==> config.mk <==
export PLATFORM = sky130hd
export DESIGN_NAME = eba_ctrl
export DESIGN_NICKNAME = d
export VERILOG_FILES = /design/src/hdl/eba_pkg.sv /design/src/hdl/eba_ctrl.sv
export SDC_FILE = /design/constraint.sdc
export NUM_CORES = 1
export LEC_CHECK = 0
export ABC_AREA = 1
export BUFFER_PORTS_ARGS = -buffer_cell sky130_fd_sc_hd__buf_2
export CORE_ASPECT_RATIO = 0.75
export CORE_UTILIZATION = 35
export DETAILED_ROUTE_END_ITERATION = 8
export GPL_TIMING_DRIVEN = 0
export HOLD_SLACK_MARGIN = 0.08
export SKIP_CTS_REPAIR_TIMING = 1
export SLEW_MARGIN = 20
export SYNTH_ARGS = -nofsm -noshare
export SYNTH_HDL_FRONTEND = slang
export SYNTH_SLANG_ARGS = --single-unit
export TNS_END_PERCENT = 30
==> constraint.sdc <==
create_clock -name clk_sys_i -period 4.6 [get_ports clk_sys_i]
set_input_delay 0 -clock clk_sys_i [delete_from_list [all_inputs] [get_ports clk_sys_i]]
set_output_delay 0 -clock clk_sys_i [all_outputs]
set_load 0.02 [all_outputs]
==> src/hdl/eba_pkg.sv <==
// constants for the byte-wide eeprom access control block
package eba_pkg;

  // ****************************************************
  // register offsets (data space) and short i/o displacement
  // ****************************************************
  localparam logic [7:0] CTRL_OFS      = 8'h3F;
  localparam logic [7:0] DATA_OFS      = 8'h40;
  localparam logic [7:0] ADDR_LO_OFS   = 8'h41;
  localparam logic [7:0] ADDR_HI_STEP  = 8'h01;
  localparam logic [7:0] IO_SHORT_DISP = 8'h20;

  // ****************************************************
  // control register fields
  // ****************************************************
  localparam int CTRL_RSTB_BIT = 0;
  localparam int CTRL_WSTB_BIT = 1;
  localparam int CTRL_MWE_BIT  = 2;
  localparam int CTRL_RIE_BIT  = 3;
  localparam int CTRL_PM_LSB   = 4;
  localparam int CTRL_PM_MSB   = 5;

  // ****************************************************
  // field widths and reset values
  // ****************************************************
  localparam int          ADDR_W      = 10;
  localparam logic [7:0]  DATA_RST    = 8'h00;
  localparam logic [9:0]  ADDR_RST    = 10'h000;
  localparam logic [1:0]  MODE_RST    = 2'h0;

  // programming modes
  localparam logic [1:0] MODE_ERASE_WRITE = 2'h0;
  localparam logic [1:0] MODE_ERASE_ONLY  = 2'h1;
  localparam logic [1:0] MODE_WRITE_ONLY  = 2'h2;
  localparam logic [1:0] MODE_RESERVED    = 2'h3;

  // ****************************************************
  // cycle counts
  // ****************************************************
  localparam logic [2:0] MWE_CYCLES         = 3'h4;
  localparam logic [2:0] WRITE_STALL_CYCLES = 3'h2;
  localparam logic [2:0] READ_STALL_CYCLES  = 3'h4;
  localparam int         WRITE_RC_CYCLES    = 26368;
  localparam int         RC_CNT_W           = 15;

  typedef enum logic {EBA_IDLE, EBA_PROG} eba_state_type;

endpackage

==> src/hdl/eba_ctrl.sv <==
// eeprom byte access control: registers, write timing, stall and ready interrupt
`timescale 1ns/100ps
`default_nettype none

module eba_ctrl #(
  parameter int WRITE_RC_CYCLES = eba_pkg::WRITE_RC_CYCLES
) (
  // clock and resets
  input  wire logic        clk_sys_i,
  input  wire logic        nrst_i,
  input  wire logic        cold_nrst_i,
  // cpu i/o register access
  input  wire logic [7:0]  io_addr_i,
  input  wire logic        io_short_i,
  input  wire logic        io_wr_i,
  input  wire logic        io_rd_i,
  input  wire logic [7:0]  io_wdata_i,
  output logic      [7:0]  io_rdata_o,
  // cpu status and flash self-programming
  input  wire logic        glb_irq_en_i,
  input  wire logic        flash_selfprog_busy_i,
  output logic             cpu_stall_o,
  output logic             ready_irq_o,
  // calibrated rc oscillator tick, one cycle per rc period
  input  wire logic        rc_tick_i,
  // cell array side
  input  wire logic [7:0]  ee_rdata_i,
  output logic      [9:0]  ee_addr_o,
  output logic      [7:0]  ee_wdata_o,
  output logic      [1:0]  ee_mode_o,
  output logic             ee_prog_o,
  output logic             ee_busy_o
);

  // ****************************************************
  // state
  // ****************************************************
  eba_pkg::eba_state_type state_reg;
  logic [eba_pkg::RC_CNT_W-1:0] rc_cnt_reg;
  logic [9:0]  addr_reg;
  logic [7:0]  temp_reg;
  logic [7:0]  data_reg;
  logic [1:0]  mode_reg;
  logic        rie_reg;
  logic        mwe_reg;
  logic [2:0]  mwe_cnt_reg;
  logic [2:0]  stall_cnt_reg;
  logic [2:0]  stall_cnt_next;
  logic        prog_reg;
  logic [7:0]  rdata_reg;
  logic        stall_reg;
  logic        irq_reg;

  logic [7:0]  eff_addr;
  logic        wr_ctrl;
  logic        wr_data;
  logic        wr_lo;
  logic        wr_hi;
  logic        rd_lo;
  logic        busy;
  logic        start_write;
  logic        start_read;

  // ****************************************************
  // address decode
  // ****************************************************
  assign eff_addr = io_short_i ? 8'(io_addr_i + eba_pkg::IO_SHORT_DISP) : io_addr_i;
  assign wr_ctrl  = io_wr_i && (eff_addr == eba_pkg::CTRL_OFS);
  assign wr_data  = io_wr_i && (eff_addr == eba_pkg::DATA_OFS);
  assign wr_lo    = io_wr_i && (eff_addr == eba_pkg::ADDR_LO_OFS);
  assign wr_hi    = io_wr_i && (eff_addr == 8'(eba_pkg::ADDR_LO_OFS + eba_pkg::ADDR_HI_STEP));
  assign rd_lo    = io_rd_i && (eff_addr == eba_pkg::ADDR_LO_OFS);
  assign busy     = (state_reg == eba_pkg::EBA_PROG);

  // reserved mode and flash activity turn the strobe into a no-op
  // mode judged as written with the strobe, since that is what the array runs
  assign start_write = wr_ctrl && io_wdata_i[eba_pkg::CTRL_WSTB_BIT] && mwe_reg && !busy
                       && !flash_selfprog_busy_i
                       && (io_wdata_i[eba_pkg::CTRL_PM_MSB:eba_pkg::CTRL_PM_LSB] != eba_pkg::MODE_RESERVED);
  assign start_read  = wr_ctrl && io_wdata_i[eba_pkg::CTRL_RSTB_BIT] && !busy && !start_write;

  // ****************************************************
  // self-timed programming; only the power-on reset stops it
  // ****************************************************
  always_ff @(posedge clk_sys_i) begin
    if (!cold_nrst_i) begin
      state_reg  <= eba_pkg::EBA_IDLE;
      rc_cnt_reg <= '0;
    end else begin
      case (state_reg)
        eba_pkg::EBA_IDLE: begin
          rc_cnt_reg <= '0;
          if (start_write && nrst_i) begin
            state_reg <= eba_pkg::EBA_PROG;
          end
        end
        eba_pkg::EBA_PROG: begin
          if (rc_tick_i) begin
            if (rc_cnt_reg == eba_pkg::RC_CNT_W'(WRITE_RC_CYCLES - 1)) begin
              state_reg <= eba_pkg::EBA_IDLE;
            end else begin
              rc_cnt_reg <= rc_cnt_reg + 1'b1;
            end
          end
        end
        default: begin
          state_reg <= eba_pkg::EBA_IDLE;
        end
      endcase
    end
  end

  // ****************************************************
  // address with high-byte staging
  // ****************************************************
  // address only clears on power-on; software must load it
  always_ff @(posedge clk_sys_i) begin
    if (!cold_nrst_i) begin
      addr_reg <= eba_pkg::ADDR_RST;
      temp_reg <= 8'h00;
    end else begin
      if (wr_hi) begin
        temp_reg <= io_wdata_i;
      end else if (rd_lo) begin
        temp_reg <= {6'h00, addr_reg[9:8]};
      end
      if (wr_lo && !busy) begin
        addr_reg <= {temp_reg[1:0], io_wdata_i};
      end
    end
  end

  // ****************************************************
  // data register
  // ****************************************************
  always_ff @(posedge clk_sys_i) begin
    if (!nrst_i) begin
      data_reg <= eba_pkg::DATA_RST;
    end else if (start_read) begin
      data_reg <= ee_rdata_i;
    end else if (wr_data && !busy) begin
      data_reg <= io_wdata_i;
    end
  end

  // ****************************************************
  // mode field
  // ****************************************************
  always_ff @(posedge clk_sys_i) begin
    if (!cold_nrst_i) begin
      mode_reg <= eba_pkg::MODE_RST;
    end else if (!nrst_i) begin
      if (!busy) begin
        mode_reg <= eba_pkg::MODE_RST;
      end
    end else if (wr_ctrl && !busy) begin
      mode_reg <= io_wdata_i[eba_pkg::CTRL_PM_MSB:eba_pkg::CTRL_PM_LSB];
    end
  end

  // ****************************************************
  // ready interrupt enable and timed master enable
  // ****************************************************
  always_ff @(posedge clk_sys_i) begin
    if (!nrst_i) begin
      rie_reg <= 1'b0;
    end else if (wr_ctrl) begin
      rie_reg <= io_wdata_i[eba_pkg::CTRL_RIE_BIT];
    end
  end

  // window is short on purpose: an interrupt between arm and strobe lets it expire
  always_ff @(posedge clk_sys_i) begin
    if (!nrst_i) begin
      mwe_reg     <= 1'b0;
      mwe_cnt_reg <= 3'h0;
    end else if (wr_ctrl && io_wdata_i[eba_pkg::CTRL_MWE_BIT] && !io_wdata_i[eba_pkg::CTRL_WSTB_BIT]) begin
      mwe_reg     <= 1'b1;
      mwe_cnt_reg <= eba_pkg::MWE_CYCLES;
    end else if (start_write) begin
      mwe_reg     <= 1'b0;
      mwe_cnt_reg <= 3'h0;
    end else if (mwe_reg) begin
      mwe_cnt_reg <= mwe_cnt_reg - 1'b1;
      if (mwe_cnt_reg == 3'h1) begin
        mwe_reg <= 1'b0;
      end
    end
  end

  // ****************************************************
  // cpu stall
  // ****************************************************
  always_comb begin
    stall_cnt_next = (stall_cnt_reg != 3'h0) ? stall_cnt_reg - 1'b1 : 3'h0;
    if (start_write) begin
      stall_cnt_next = eba_pkg::WRITE_STALL_CYCLES;
    end else if (start_read) begin
      stall_cnt_next = eba_pkg::READ_STALL_CYCLES;
    end
  end

  always_ff @(posedge clk_sys_i) begin
    if (!nrst_i) begin
      stall_cnt_reg <= 3'h0;
      stall_reg     <= 1'b0;
    end else begin
      stall_cnt_reg <= stall_cnt_next;
      stall_reg     <= (stall_cnt_next != 3'h0);
    end
  end

  // ****************************************************
  // array strobe, ready interrupt, read-back
  // ****************************************************
  always_ff @(posedge clk_sys_i) begin
    if (!cold_nrst_i) begin
      prog_reg <= 1'b0;
    end else begin
      prog_reg <= start_write && nrst_i;
    end
  end

  // level, not pulse: stays up as long as the array is idle and no flash self-programming runs
  always_ff @(posedge clk_sys_i) begin
    if (!nrst_i) begin
      irq_reg <= 1'b0;
    end else begin
      irq_reg <= rie_reg && glb_irq_en_i && !busy && !start_write && !flash_selfprog_busy_i;
    end
  end

  always_ff @(posedge clk_sys_i) begin
    if (!nrst_i) begin
      rdata_reg <= 8'h00;
    end else if (io_rd_i) begin
      case (eff_addr)
        eba_pkg::CTRL_OFS:    rdata_reg <= {2'h0, mode_reg, rie_reg, mwe_reg, busy, 1'b0};
        eba_pkg::DATA_OFS:    rdata_reg <= data_reg;
        eba_pkg::ADDR_LO_OFS: rdata_reg <= addr_reg[7:0];
        8'(eba_pkg::ADDR_LO_OFS + eba_pkg::ADDR_HI_STEP): rdata_reg <= temp_reg;
        default:              rdata_reg <= 8'h00;
      endcase
    end
  end

  assign io_rdata_o  = rdata_reg;
  assign cpu_stall_o = stall_reg;
  assign ready_irq_o = irq_reg;
  assign ee_addr_o   = addr_reg;
  assign ee_wdata_o  = data_reg;
  assign ee_mode_o   = mode_reg;
  assign ee_prog_o   = prog_reg;
  assign ee_busy_o   = busy;

endmodule

`default_nettype wire

# Word-level counts from Yosys, hierarchy flattened
# Index checks and enable logic that the tools add are counted.
[totals] word_cells=93 inputBits=33 regBits=63
[classes] eq_ne=11 reduce_logical=35 n_mux=26 addsub=4 bitwise_logic=2
[op_table] cell="$mux 8" count=5
[op_table] cell="$pmux 8 s4" count=1
[op_table] cell="$mux 15" count=2
[op_table] cell="$pmux 15 s2" count=1
[op_table] cell="$eq 8x7->1 const B" count=3
[op_table] cell="$logic_and 1x1->1" count=23
[op_table] cell="$mux 3" count=6
[op_table] cell="$add 15x1->15 const B" count=1
[op_table] cell="$eq 15x15->1 const B" count=1
[op_table] cell="$reduce_bool 3->1" count=3
[op_table] cell="$add 8x6->8 const B" count=1
[op_table] cell="$eq 8x6->1 const B" count=1
[op_table] cell="$ne 2x2->1 const B" count=4
[op_table] cell="$mux 1" count=7
[op_table] cell="$mux 2" count=3
[op_table] cell="$sub 3x1->3 const B" count=2
[op_table] cell="$logic_not 1->1" count=4
[op_table] cell="$reduce_and 2->1" count=2
[op_table] cell="$reduce_bool 2->1" count=2
[op_table] cell="$eq 3x1->1 const B" count=1
[op_table] cell="$reduce_or 3->1" count=1
[op_table] cell="$ne 2x1->1 const B" count=1
[op_table] cell="$not 1->1" count=2
[op_table] cell="$pmux 1 s2" count=1

# Depth between registers and ports, before layout
# Gate-level depths: netlist of run 1.
[logic_depth] ltp_word=14 mapped_depth=12 mapped_depth_nobuf=12

# Worst setup path after synthesis of run 1
# No wires, ideal clock.
[synth_timing] path_kind="register -> register" from="reg rc_cnt_reg[0] in the netlist's numbering" to="reg rc_cnt_reg[3] in the netlist's numbering" stages_incl_launch_ff=11 slack_ns=3.001 synth_period_minus_slack_ns=1.599 t_required_ns=4.482 arrival_ns=1.482 setup_time_ns=0.118 cell_sequence="dfxtp_1 ha_1 nand3_1 nor3_2 nand2_2 nand2_2 nand2_1 inv_1 o21ai_0 nand2_1 nor2_1"
[synth_via] elab_chain_cells=4 elab_cells_between_ends=7
[synth_lines] item="from (decl)" line="eba_ctrl.sv:39" source="logic [eba_pkg::RC_CNT_W-1:0] rc_cnt_reg;"
[synth_lines] item="from (signal assigned)" line="eba_ctrl.sv:102" source="rc_cnt_reg <= rc_cnt_reg + 1'b1;"
[synth_lines] item="$add 15x1->15" line="eba_ctrl.sv:102"
[synth_lines] item="$mux 15" line="eba_ctrl.sv:99" source="if (rc_cnt_reg == eba_pkg::RC_CNT_W'(WRITE_RC_CYCLES - 1)) begin"
[synth_lines] item="$mux 15" line="eba_ctrl.sv:98" source="if (rc_tick_i) begin"
[synth_lines] item="$pmux 15 s2" line="eba_ctrl.sv:90" source="case (state_reg)"
# Parallel ways exist; a longest one is shown, timed or not. The select of a mux whose other input is x is not followed.
# A chain may end at the register's enable or synchronous reset.

# Worst setup path in the final report of run 1
[layout_timing] from="reg state_reg (netlist: ee_busy_o)" to="reg data_reg[6] (netlist: ee_wdata_o[6])"
[layout_via] elab_chain_cells=7 elab_cells_between_ends=10
[layout_lines] item="from (decl)" line="eba_ctrl.sv:38" source="eba_pkg::eba_state_type state_reg;"
[layout_lines] item="from (signal assigned)" line="eba_ctrl.sv:87" source="state_reg <= eba_pkg::EBA_IDLE;"
[layout_lines] item="from (signal assigned)" line="eba_ctrl.sv:94" source="state_reg <= eba_pkg::EBA_PROG;"
[layout_lines] item="from (signal assigned)" line="eba_ctrl.sv:100" source="state_reg <= eba_pkg::EBA_IDLE;"
[layout_lines] item="$logic_not 1->1 (*)" line="eba_ctrl.sv:77, eba_ctrl.sv:80, eba_ctrl.sv:141"
[layout_lines] item="$logic_and 1x1->1" line="eba_ctrl.sv:77" source="assign start_write = wr_ctrl && io_wdata_i[eba_pkg::CTRL_WSTB_BIT] && mwe_reg && !busy"
[layout_lines] item="$logic_and 1x1->1" line="eba_ctrl.sv:78" source="&& !flash_selfprog_busy_i"
[layout_lines] item="$logic_and 1x1->1" line="eba_ctrl.sv:79" source="&& (io_wdata_i[eba_pkg::CTRL_PM_MSB:eba_pkg::CTRL_PM_LSB] != eba_pkg::MODE_RESERVED);"
[layout_lines] item="$logic_not 1->1" line="eba_ctrl.sv:80" source="assign start_read = wr_ctrl && io_wdata_i[eba_pkg::CTRL_RSTB_BIT] && !busy && !start_write;"
[layout_lines] item="$logic_and 1x1->1" line="eba_ctrl.sv:80"
[layout_lines] item="$mux 8 / $reduce_bool 2->1 (equally long branches)"
[layout_lines] item="to (signal assigned)" line="eba_ctrl.sv:138" source="data_reg <= eba_pkg::DATA_RST;"
[layout_lines] item="to (signal assigned)" line="eba_ctrl.sv:140" source="data_reg <= ee_rdata_i;"
[layout_lines] item="to (signal assigned)" line="eba_ctrl.sv:142" source="data_reg <= io_wdata_i;"
[layout_lines] item="to (decl)" line="eba_ctrl.sv:42" source="logic [7:0] data_reg;"
# Mark *: on every way between the ends. The rest lies on a longest branch, timed or not.

==> summary.txt, run 1 <==
Timing
  – Worst-margin pin slew: 549 ps
  – Tcrit/Tclk final: 0.494
  – Unrepaired setup endpoints after global routing: false
  – Tmin final: 2270 ps
  – Pins Over Slew Limit: 0
  – Clock skew: 6.82 ps
  – Setup TNS: 0 ps
  – Hold Fails Final Rpt: 0
  – Finish-stage setup viols: 0
  – Max Fclk: 440 MHz
  – Relative slew slack: 0.634

Drt
  – Routed length per instance: 13.7 um
  – DR DRC count: 0
  – Routed WL: 9.59 mm
  – Vias per cell: 5.01
  – Initial DRC count: 207
  – Final ANT Viol Nets: 0
  – Initial DRT Pass Iterations: 5
  – Via count: 3502

Power and ir drop
  – P_leak: 0.00188 uW
  – Cell Pwr Density: 315 nW/um^2
  – Power Total: 1360 uW
  – Peak supply drop: 0.190 mV

Logic synthesis
  – Top cell type's share of synthesized area: 0.373
  – Ranking of synthesized cells by area: dfxtp_1, nand3_1, nand2_1
  – Largest area contributor in the synthesized netlist: dfxtp_1
  – Dominant synthesized flop cell: dfxtp_1
  – Sequential area share after synthesis: 0.373
  – FF+latch count, synth: 63
  – Mapped cell area: 3390 sq um
  – Asr flop ratio synth: 0
  – Count leader, synth: nand2_1
  – Cells after Synth: 478
  – Synth Net Count: 517
  – Average size of a mapped cell: 7.08 sq um
  – Library cells used by synthesis: 35
  – Number of flops mapped to enable cells by yosys: 0
  – Synth top cells by count: nand2_1, nand3_1, dfxtp_1, inv_1, a21oi_1
  – YS warnings: 0

Worst hold path
  – Hold Path Class: in2reg

Worst setup path
  – Reg-to-reg endpoint: ee_wdata_o[6]$_SDFFE_PN0P_
  – Crit path DAT: 2550 ps
  – CP Launch Point: ee_busy_o$_SDFF_PN0_
  – Flop-to-flop setup slack: 2330 ps
  – CP Launch Type: flip-flop
  – Setup crit end: ee_wdata_o[6]$_SDFFE_PN0P_
  – Crit path capture type: flip-flop
  – Critical Path RT: 4880 ps
  – R2R depth: 8
  – Crit path kind: reg2reg
  – Crit path max fanout: 10
  – Critical R2R Launch: ee_busy_o$_SDFF_PN0_

Clock tree
  – CTS clock-pin slew for the worst setup and hold paths: 60 ps
  – CTS tree: built
  – CTS sink count: 63
  – H-tree levels: 3
  – CTS Buffer Depth: 2
  – Root Buffer: clkbuf_16
  – CTS Buf Count: 9
  – Worst-skew pair later-pin latency: 330 ps

GRT
  – Vias in the first global route: 2996
  – Largest net degree at the start of global routing: 13
  – First-pass GRT wire length: 14.8 mm
  – Gr usage total: 0.198
  – Grt total ovfl: 0
  – Initial antenna violation count: 0

Placement
  – Count of input and output buffers: 61
  – Final GP Congestion: 0.891
  – Final HPWL DP: 7.27 mm

Floorplan
  – Initial core utilization: 0.367
  – Chip height: 87.2 um
  – Core Rows: 30
  – Die Wd: 116 um
  – # IOs: 65
  – Core area: 9230 sq um
  – Die footprint: 10100 sq um

Final layout
  – Share of layout cells above drive strength 1: 0.205
  – Final nets: 605
  – Area grow syn2layout: 27.9%
  – Max reg flops: 15
  – Inserted Diodes: 0

Run status
  – Status: completed

Job
  – Max-Cap Viols: 0
[cell families after synthesis]
| family | count (synthesis) | synth area share |
|---|---|---|
| and+or+nand+nor | 248 | 0.377 |
| AOI/OAI and AO/OA | 78 | 0.119 |
| xor gates and xnor gates | 2 | 0.00517 |
| buffers and inverters | 81 | 0.104 |
| adders and majority gates | 6 | 0.0222 |
| DFF | 63 | 0.373 |
[placed cells by master, fill, tap and decap left out, types with 2 or more instances in the layout]
master          n
a21oi_1        42
buf_2          63
buf_4           2
buf_6           5
bufinv_16       2
clkbuf_1        6
clkbuf_16       9
clkinv_2        2
dfxtp_1        63
dlygate4sd3_1  16
ha_1            6
inv_1          63
inv_2           2
nand2_1        85
nand2_2        10
nand3_1        67
nand3_2         4
nand3_4         2
nand4_1        29
nor2_1         29
nor2_2          4
nor2_4          3
nor3_1          8
nor3_4          2
o21a_1          2
o21ai_0        12
o21ai_1        18
[worst min path at each step]
stage | startpoint | to | slack (ps) | depth (start not counted)
after global routing | ee_rdata_i[7] | ee_wdata_o[7]$_SDFFE_PN0P_ | 80 | 5
final | ee_rdata_i[3] | ee_wdata_o[3]$_SDFFE_PN0P_ | 40 | 5
after global placement | glb_irq_en_i | ready_irq_o$_SDFF_PN0_ | 310 | 3
after detailed placement | glb_irq_en_i | ready_irq_o$_SDFF_PN0_ | 290 | 3
after floorplan | cold_nrst_i | ee_addr_o[0]$_SDFFE_PN0P_ | 140 | 2
after CTS | glb_irq_en_i | ready_irq_o$_SDFF_PN0_ | -50 | 3
[routing by layer]
layer  vias up  share of wire  global-route usage
li1       1781              -                   -
met5         -              0                   0
met3         9          0.064              0.0494
met1      1613           0.50               0.290
met2        99           0.42               0.281
met4         0          0.011              0.0614
[power breakdown]
group | internal (uW) | total, uW | switching [uW]
Sequential | 546 | 547 | 0.454
Clock | 475 | 731 | 256
Combinational | 29.7 | 84.9 | 55.2
[final cells by class]
type | instances | area [sq um]
buffer | 16 | 108
clock buffer | 9 | 225
clock inverter | 7 | 95.1
fill | 983 | 4900
inverter | 65 | 244
multi-input combinational | 334 | 1770
sequential | 63 | 1260
tap | 128 | 160
timing repair buffer | 77 | 465
[metrics by stage]
stage / instances / setup slack [ps] / util / instance area [sq um] / hold WS [ps]
3_3_place_gp: 667 / 2680 / 0.417 / 3850 / 307
6_report: 699 / 2330 / 0.469 / 4330 / 41.1
4_1_cts: 683 / 2640 / 0.452 / 4170 / -48.9
2_1_floorplan: 478 / 3000 / - / 3390 / 142
3_5_place_dp: 667 / 2660 / 0.417 / 3850 / 293
5_1_grt: 699 / 2270 / 0.469 / 4330 / 84.9
[critical path, cell delays in order (launching register included)]
cell and delay, ps:
dfxtp_1 310, buf_2 190, nor2_2 410, clkbuf_1 410, nand4_1 150, nand3_1 100, nand2_1 50, dlygate4sd3_1 560
inv_1 50
No activity file was read; power rests on OpenSTA's default activity.
==> run 2: changes to the inputs <==
==> constraint.sdc (replaced) <==
create_clock -name clk_sys_i -period 2.29 [get_ports clk_sys_i]
set_input_delay 0 -clock clk_sys_i [delete_from_list [all_inputs] [get_ports clk_sys_i]]
set_output_delay 0 -clock clk_sys_i [all_outputs]
set_load 0.02 [all_outputs]
==> summary.txt, run 2 (synthesized netlist as in run 1, its figures left out) <==
Run status
  – Status: completed

Drt
  – Routed length per instance: 13.7 um (-0.20%)
  – DR DRC count: 0 (unchanged)
  – Via count: 3489 (-0.37%)
  – Vias per cell: 4.99 (-0.37%)
  – Final ANT Viol Nets: 0 (unchanged)
  – Initial DRC count: 205 (-0.97%)
  – Routed WL: 9.57 mm (-0.20%)
  – Initial DRT Pass Iterations: 5 (unchanged)

Final layout
  – Inserted Diodes: 0 (unchanged)
  – Share of layout cells above drive strength 1: 0.205 (unchanged)
  – Non-Filler Instances: 699 (unchanged)
  – Most frequent cells in the layout: nand2_1, nand3_1, inv_1, buf_2, dfxtp_1
  – Max reg flops: 15 (unchanged)
  – Area grow syn2layout: 27.9% (unchanged)
  – Most common cell after layout, fill and taps aside: nand2_1
  – Layout filler cell count: 979 (-0.41%)
  – Final nets: 605 (unchanged)

Worst setup path
  – Critical Path RT: 2510 ps (-2370 ps)
  – Flop-to-flop setup slack: 230 ps (-2100 ps)
  – Crit-path cells: buf_2 > nor2_2 > nand2_2 > buf_6 > o21ai_1 > dlygate4sd3_1 > a21oi_1
  – CP Buf/Inv Count: 3 (-1)
  – Crit path capture type: flip-flop
  – Crit path max fanout: 10 (unchanged)
  – Crit path depth: 7 (-1)
  – CP peak stage delay: 570 ps (about the same)
  – Critical R2R Launch: ee_busy_o$_SDFF_PN0_
  – Slowest-stage cell, CP: dlygate4sd3_1
  – Crit path kind: reg2reg
  – CP Launch Type: flip-flop
  – Setup crit end: ee_addr_o[0]$_SDFFE_PN0P_
  – Crit path DAT: 2280 ps (-270 ps)
  – CP delay by family, top: buffers and inverters
  – Reg-to-reg endpoint: ee_addr_o[0]$_SDFFE_PN0P_
  – CP Launch Point: ee_busy_o$_SDFF_PN0_
  – R2R depth: 7 (-1)

Timing
  – Tmin final: 2060 ps (-208 ps)
  – Final worst slack: 226 ps (-2100 ps)
  – Minimum hold slack: 42.9 ps (+1.84 ps)
  – Finish-stage setup viols: 0 (unchanged)
  – Hold Fails Final Rpt: 0 (unchanged)
  – Pins Over Slew Limit: 0 (unchanged)
  – Clock skew: 7.45 ps (+0.631 ps)
  – Relative slew slack: 0.635 (+0.000690)
  – Unrepaired setup endpoints after global routing: false
  – Setup TNS: 0 ps (unchanged)
  – Worst-margin pin slew: 548 ps (-1.03 ps)
  – Tcrit/Tclk final: 0.901 (+0.407)
  – Max Fclk: 485 MHz (+10%)

Job
  – Max-Cap Viols: 0 (unchanged)

Floorplan
  – Core Rows: 30 (unchanged)
  – # IOs: 65 (unchanged)
  – Die footprint: 10100 sq um (unchanged)
  – Die Wd: 116 um (unchanged)
  – Chip height: 87.2 um (unchanged)
  – Initial core utilization: 0.367 (unchanged)
  – Core area: 9230 sq um (unchanged)

Worst hold path
  – Hold Path Class: in2reg

GRT
  – Initial antenna violation count: 0 (unchanged)
  – Gr usage total: 0.198 (unchanged)
  – Vias in the first global route: 2996 (unchanged)
  – Largest net degree at the start of global routing: 13 (unchanged)
  – First-pass GRT wire length: 14.8 mm (unchanged)
  – Grt total ovfl: 0 (unchanged)

Placement
  – Dpl ws: 352 ps (-2310 ps)
  – Placed Instances: 667 (unchanged)
  – Final HPWL DP: 7.27 mm (unchanged)
  – Final GP Congestion: 0.891 (unchanged)
  – Count of input and output buffers: 61 (unchanged)

Clock tree
  – CTS Buf Count: 9 (unchanged)
  – CTS clock-pin slew for the worst setup and hold paths: 60 ps (about the same)
  – CTS Buffer Depth: 2 (unchanged)
  – Root Buffer: clkbuf_16
  – Worst-skew pair later-pin latency: 330 ps (about the same)
  – H-tree levels: 3 (unchanged)
  – CTS sink count: 63 (unchanged)
  – CTS tree: built

Power and ir drop
  – Peak supply drop: 0.382 mV (+100%)
  – Cell Pwr Density: 632 nW/um^2 (+100%)
  – P_leak: 0.00188 uW (+0.15%)
run 2: cell counts in the layout (fill, tap and decap cells not counted):
No cell type changed its count.
run 2: worst min-delay path by stage:
stage,startpoint,to,slack (ps),depth (start not counted)
floorplan,cold_nrst_i,ee_addr_o[0]$_SDFFE_PN0P_,140,2
global placement,glb_irq_en_i,ready_irq_o$_SDFF_PN0_,310,3
detailed placement,glb_irq_en_i,ready_irq_o$_SDFF_PN0_,290,3
CTS,glb_irq_en_i,ready_irq_o$_SDFF_PN0_,-50,3
global route,ee_rdata_i[7],ee_wdata_o[7]$_SDFFE_PN0P_,80,5
finish,ee_rdata_i[3],ee_wdata_o[3]$_SDFFE_PN0P_,40,5
run 2: area by class of cell:
| cell class | instances | area [sq um] | area share |
|---|---|---|---|
| inverters | 65 | 244 | 0.0563 |
| plain buffers | 16 | 108 | 0.0248 |
| well taps | 128 | 160 | 0.0370 |
| multi-input cells | 334 | 1770 | 0.409 |
| clock buffers | 9 | 225 | 0.0520 |
| repair buffers | 77 | 465 | 0.107 |
| flip-flops and latches | 63 | 1260 | 0.291 |
| clock inverters | 7 | 95.1 | 0.0220 |
run 2: stage by stage:
step	instance area [sq um]	utilization	total power (uW)
2_1_floorplan	3390	-	1210
3_3_place_gp	3850	0.417	1270
3_5_place_dp	3850	0.417	1270
4_1_cts	4170	0.452	2740
5_1_grt	4330	0.469	2840
6_report	4330	0.469	2740
run 2: power breakdown:
group	leakage [uW]	internal, uW	switching, uW
registers	0.000507	1100	0.915
clock network	0.000156	954	514
logic	0.00122	60.7	111
total	0.00188	2110	626
run 2: worst register-to-register path, stage by stage, from the launching register on:
cell and delay, ps:
dfxtp_1 310, buf_2 190, nor2_2 410, nand2_2 140, buf_6 170, o21ai_1 130
dlygate4sd3_1 570, a21oi_1 50
run 2: routing by layer:
layer	up-vias	GRT usage	wire length [um]	part of all wire
li1	1779	-	-	-
met1	1597	0.290	4740	0.49
met2	104	0.281	4050	0.42
met3	9	0.0494	677	0.071
met4	0	0.0614	105	0.011
met5	-	0	0	0
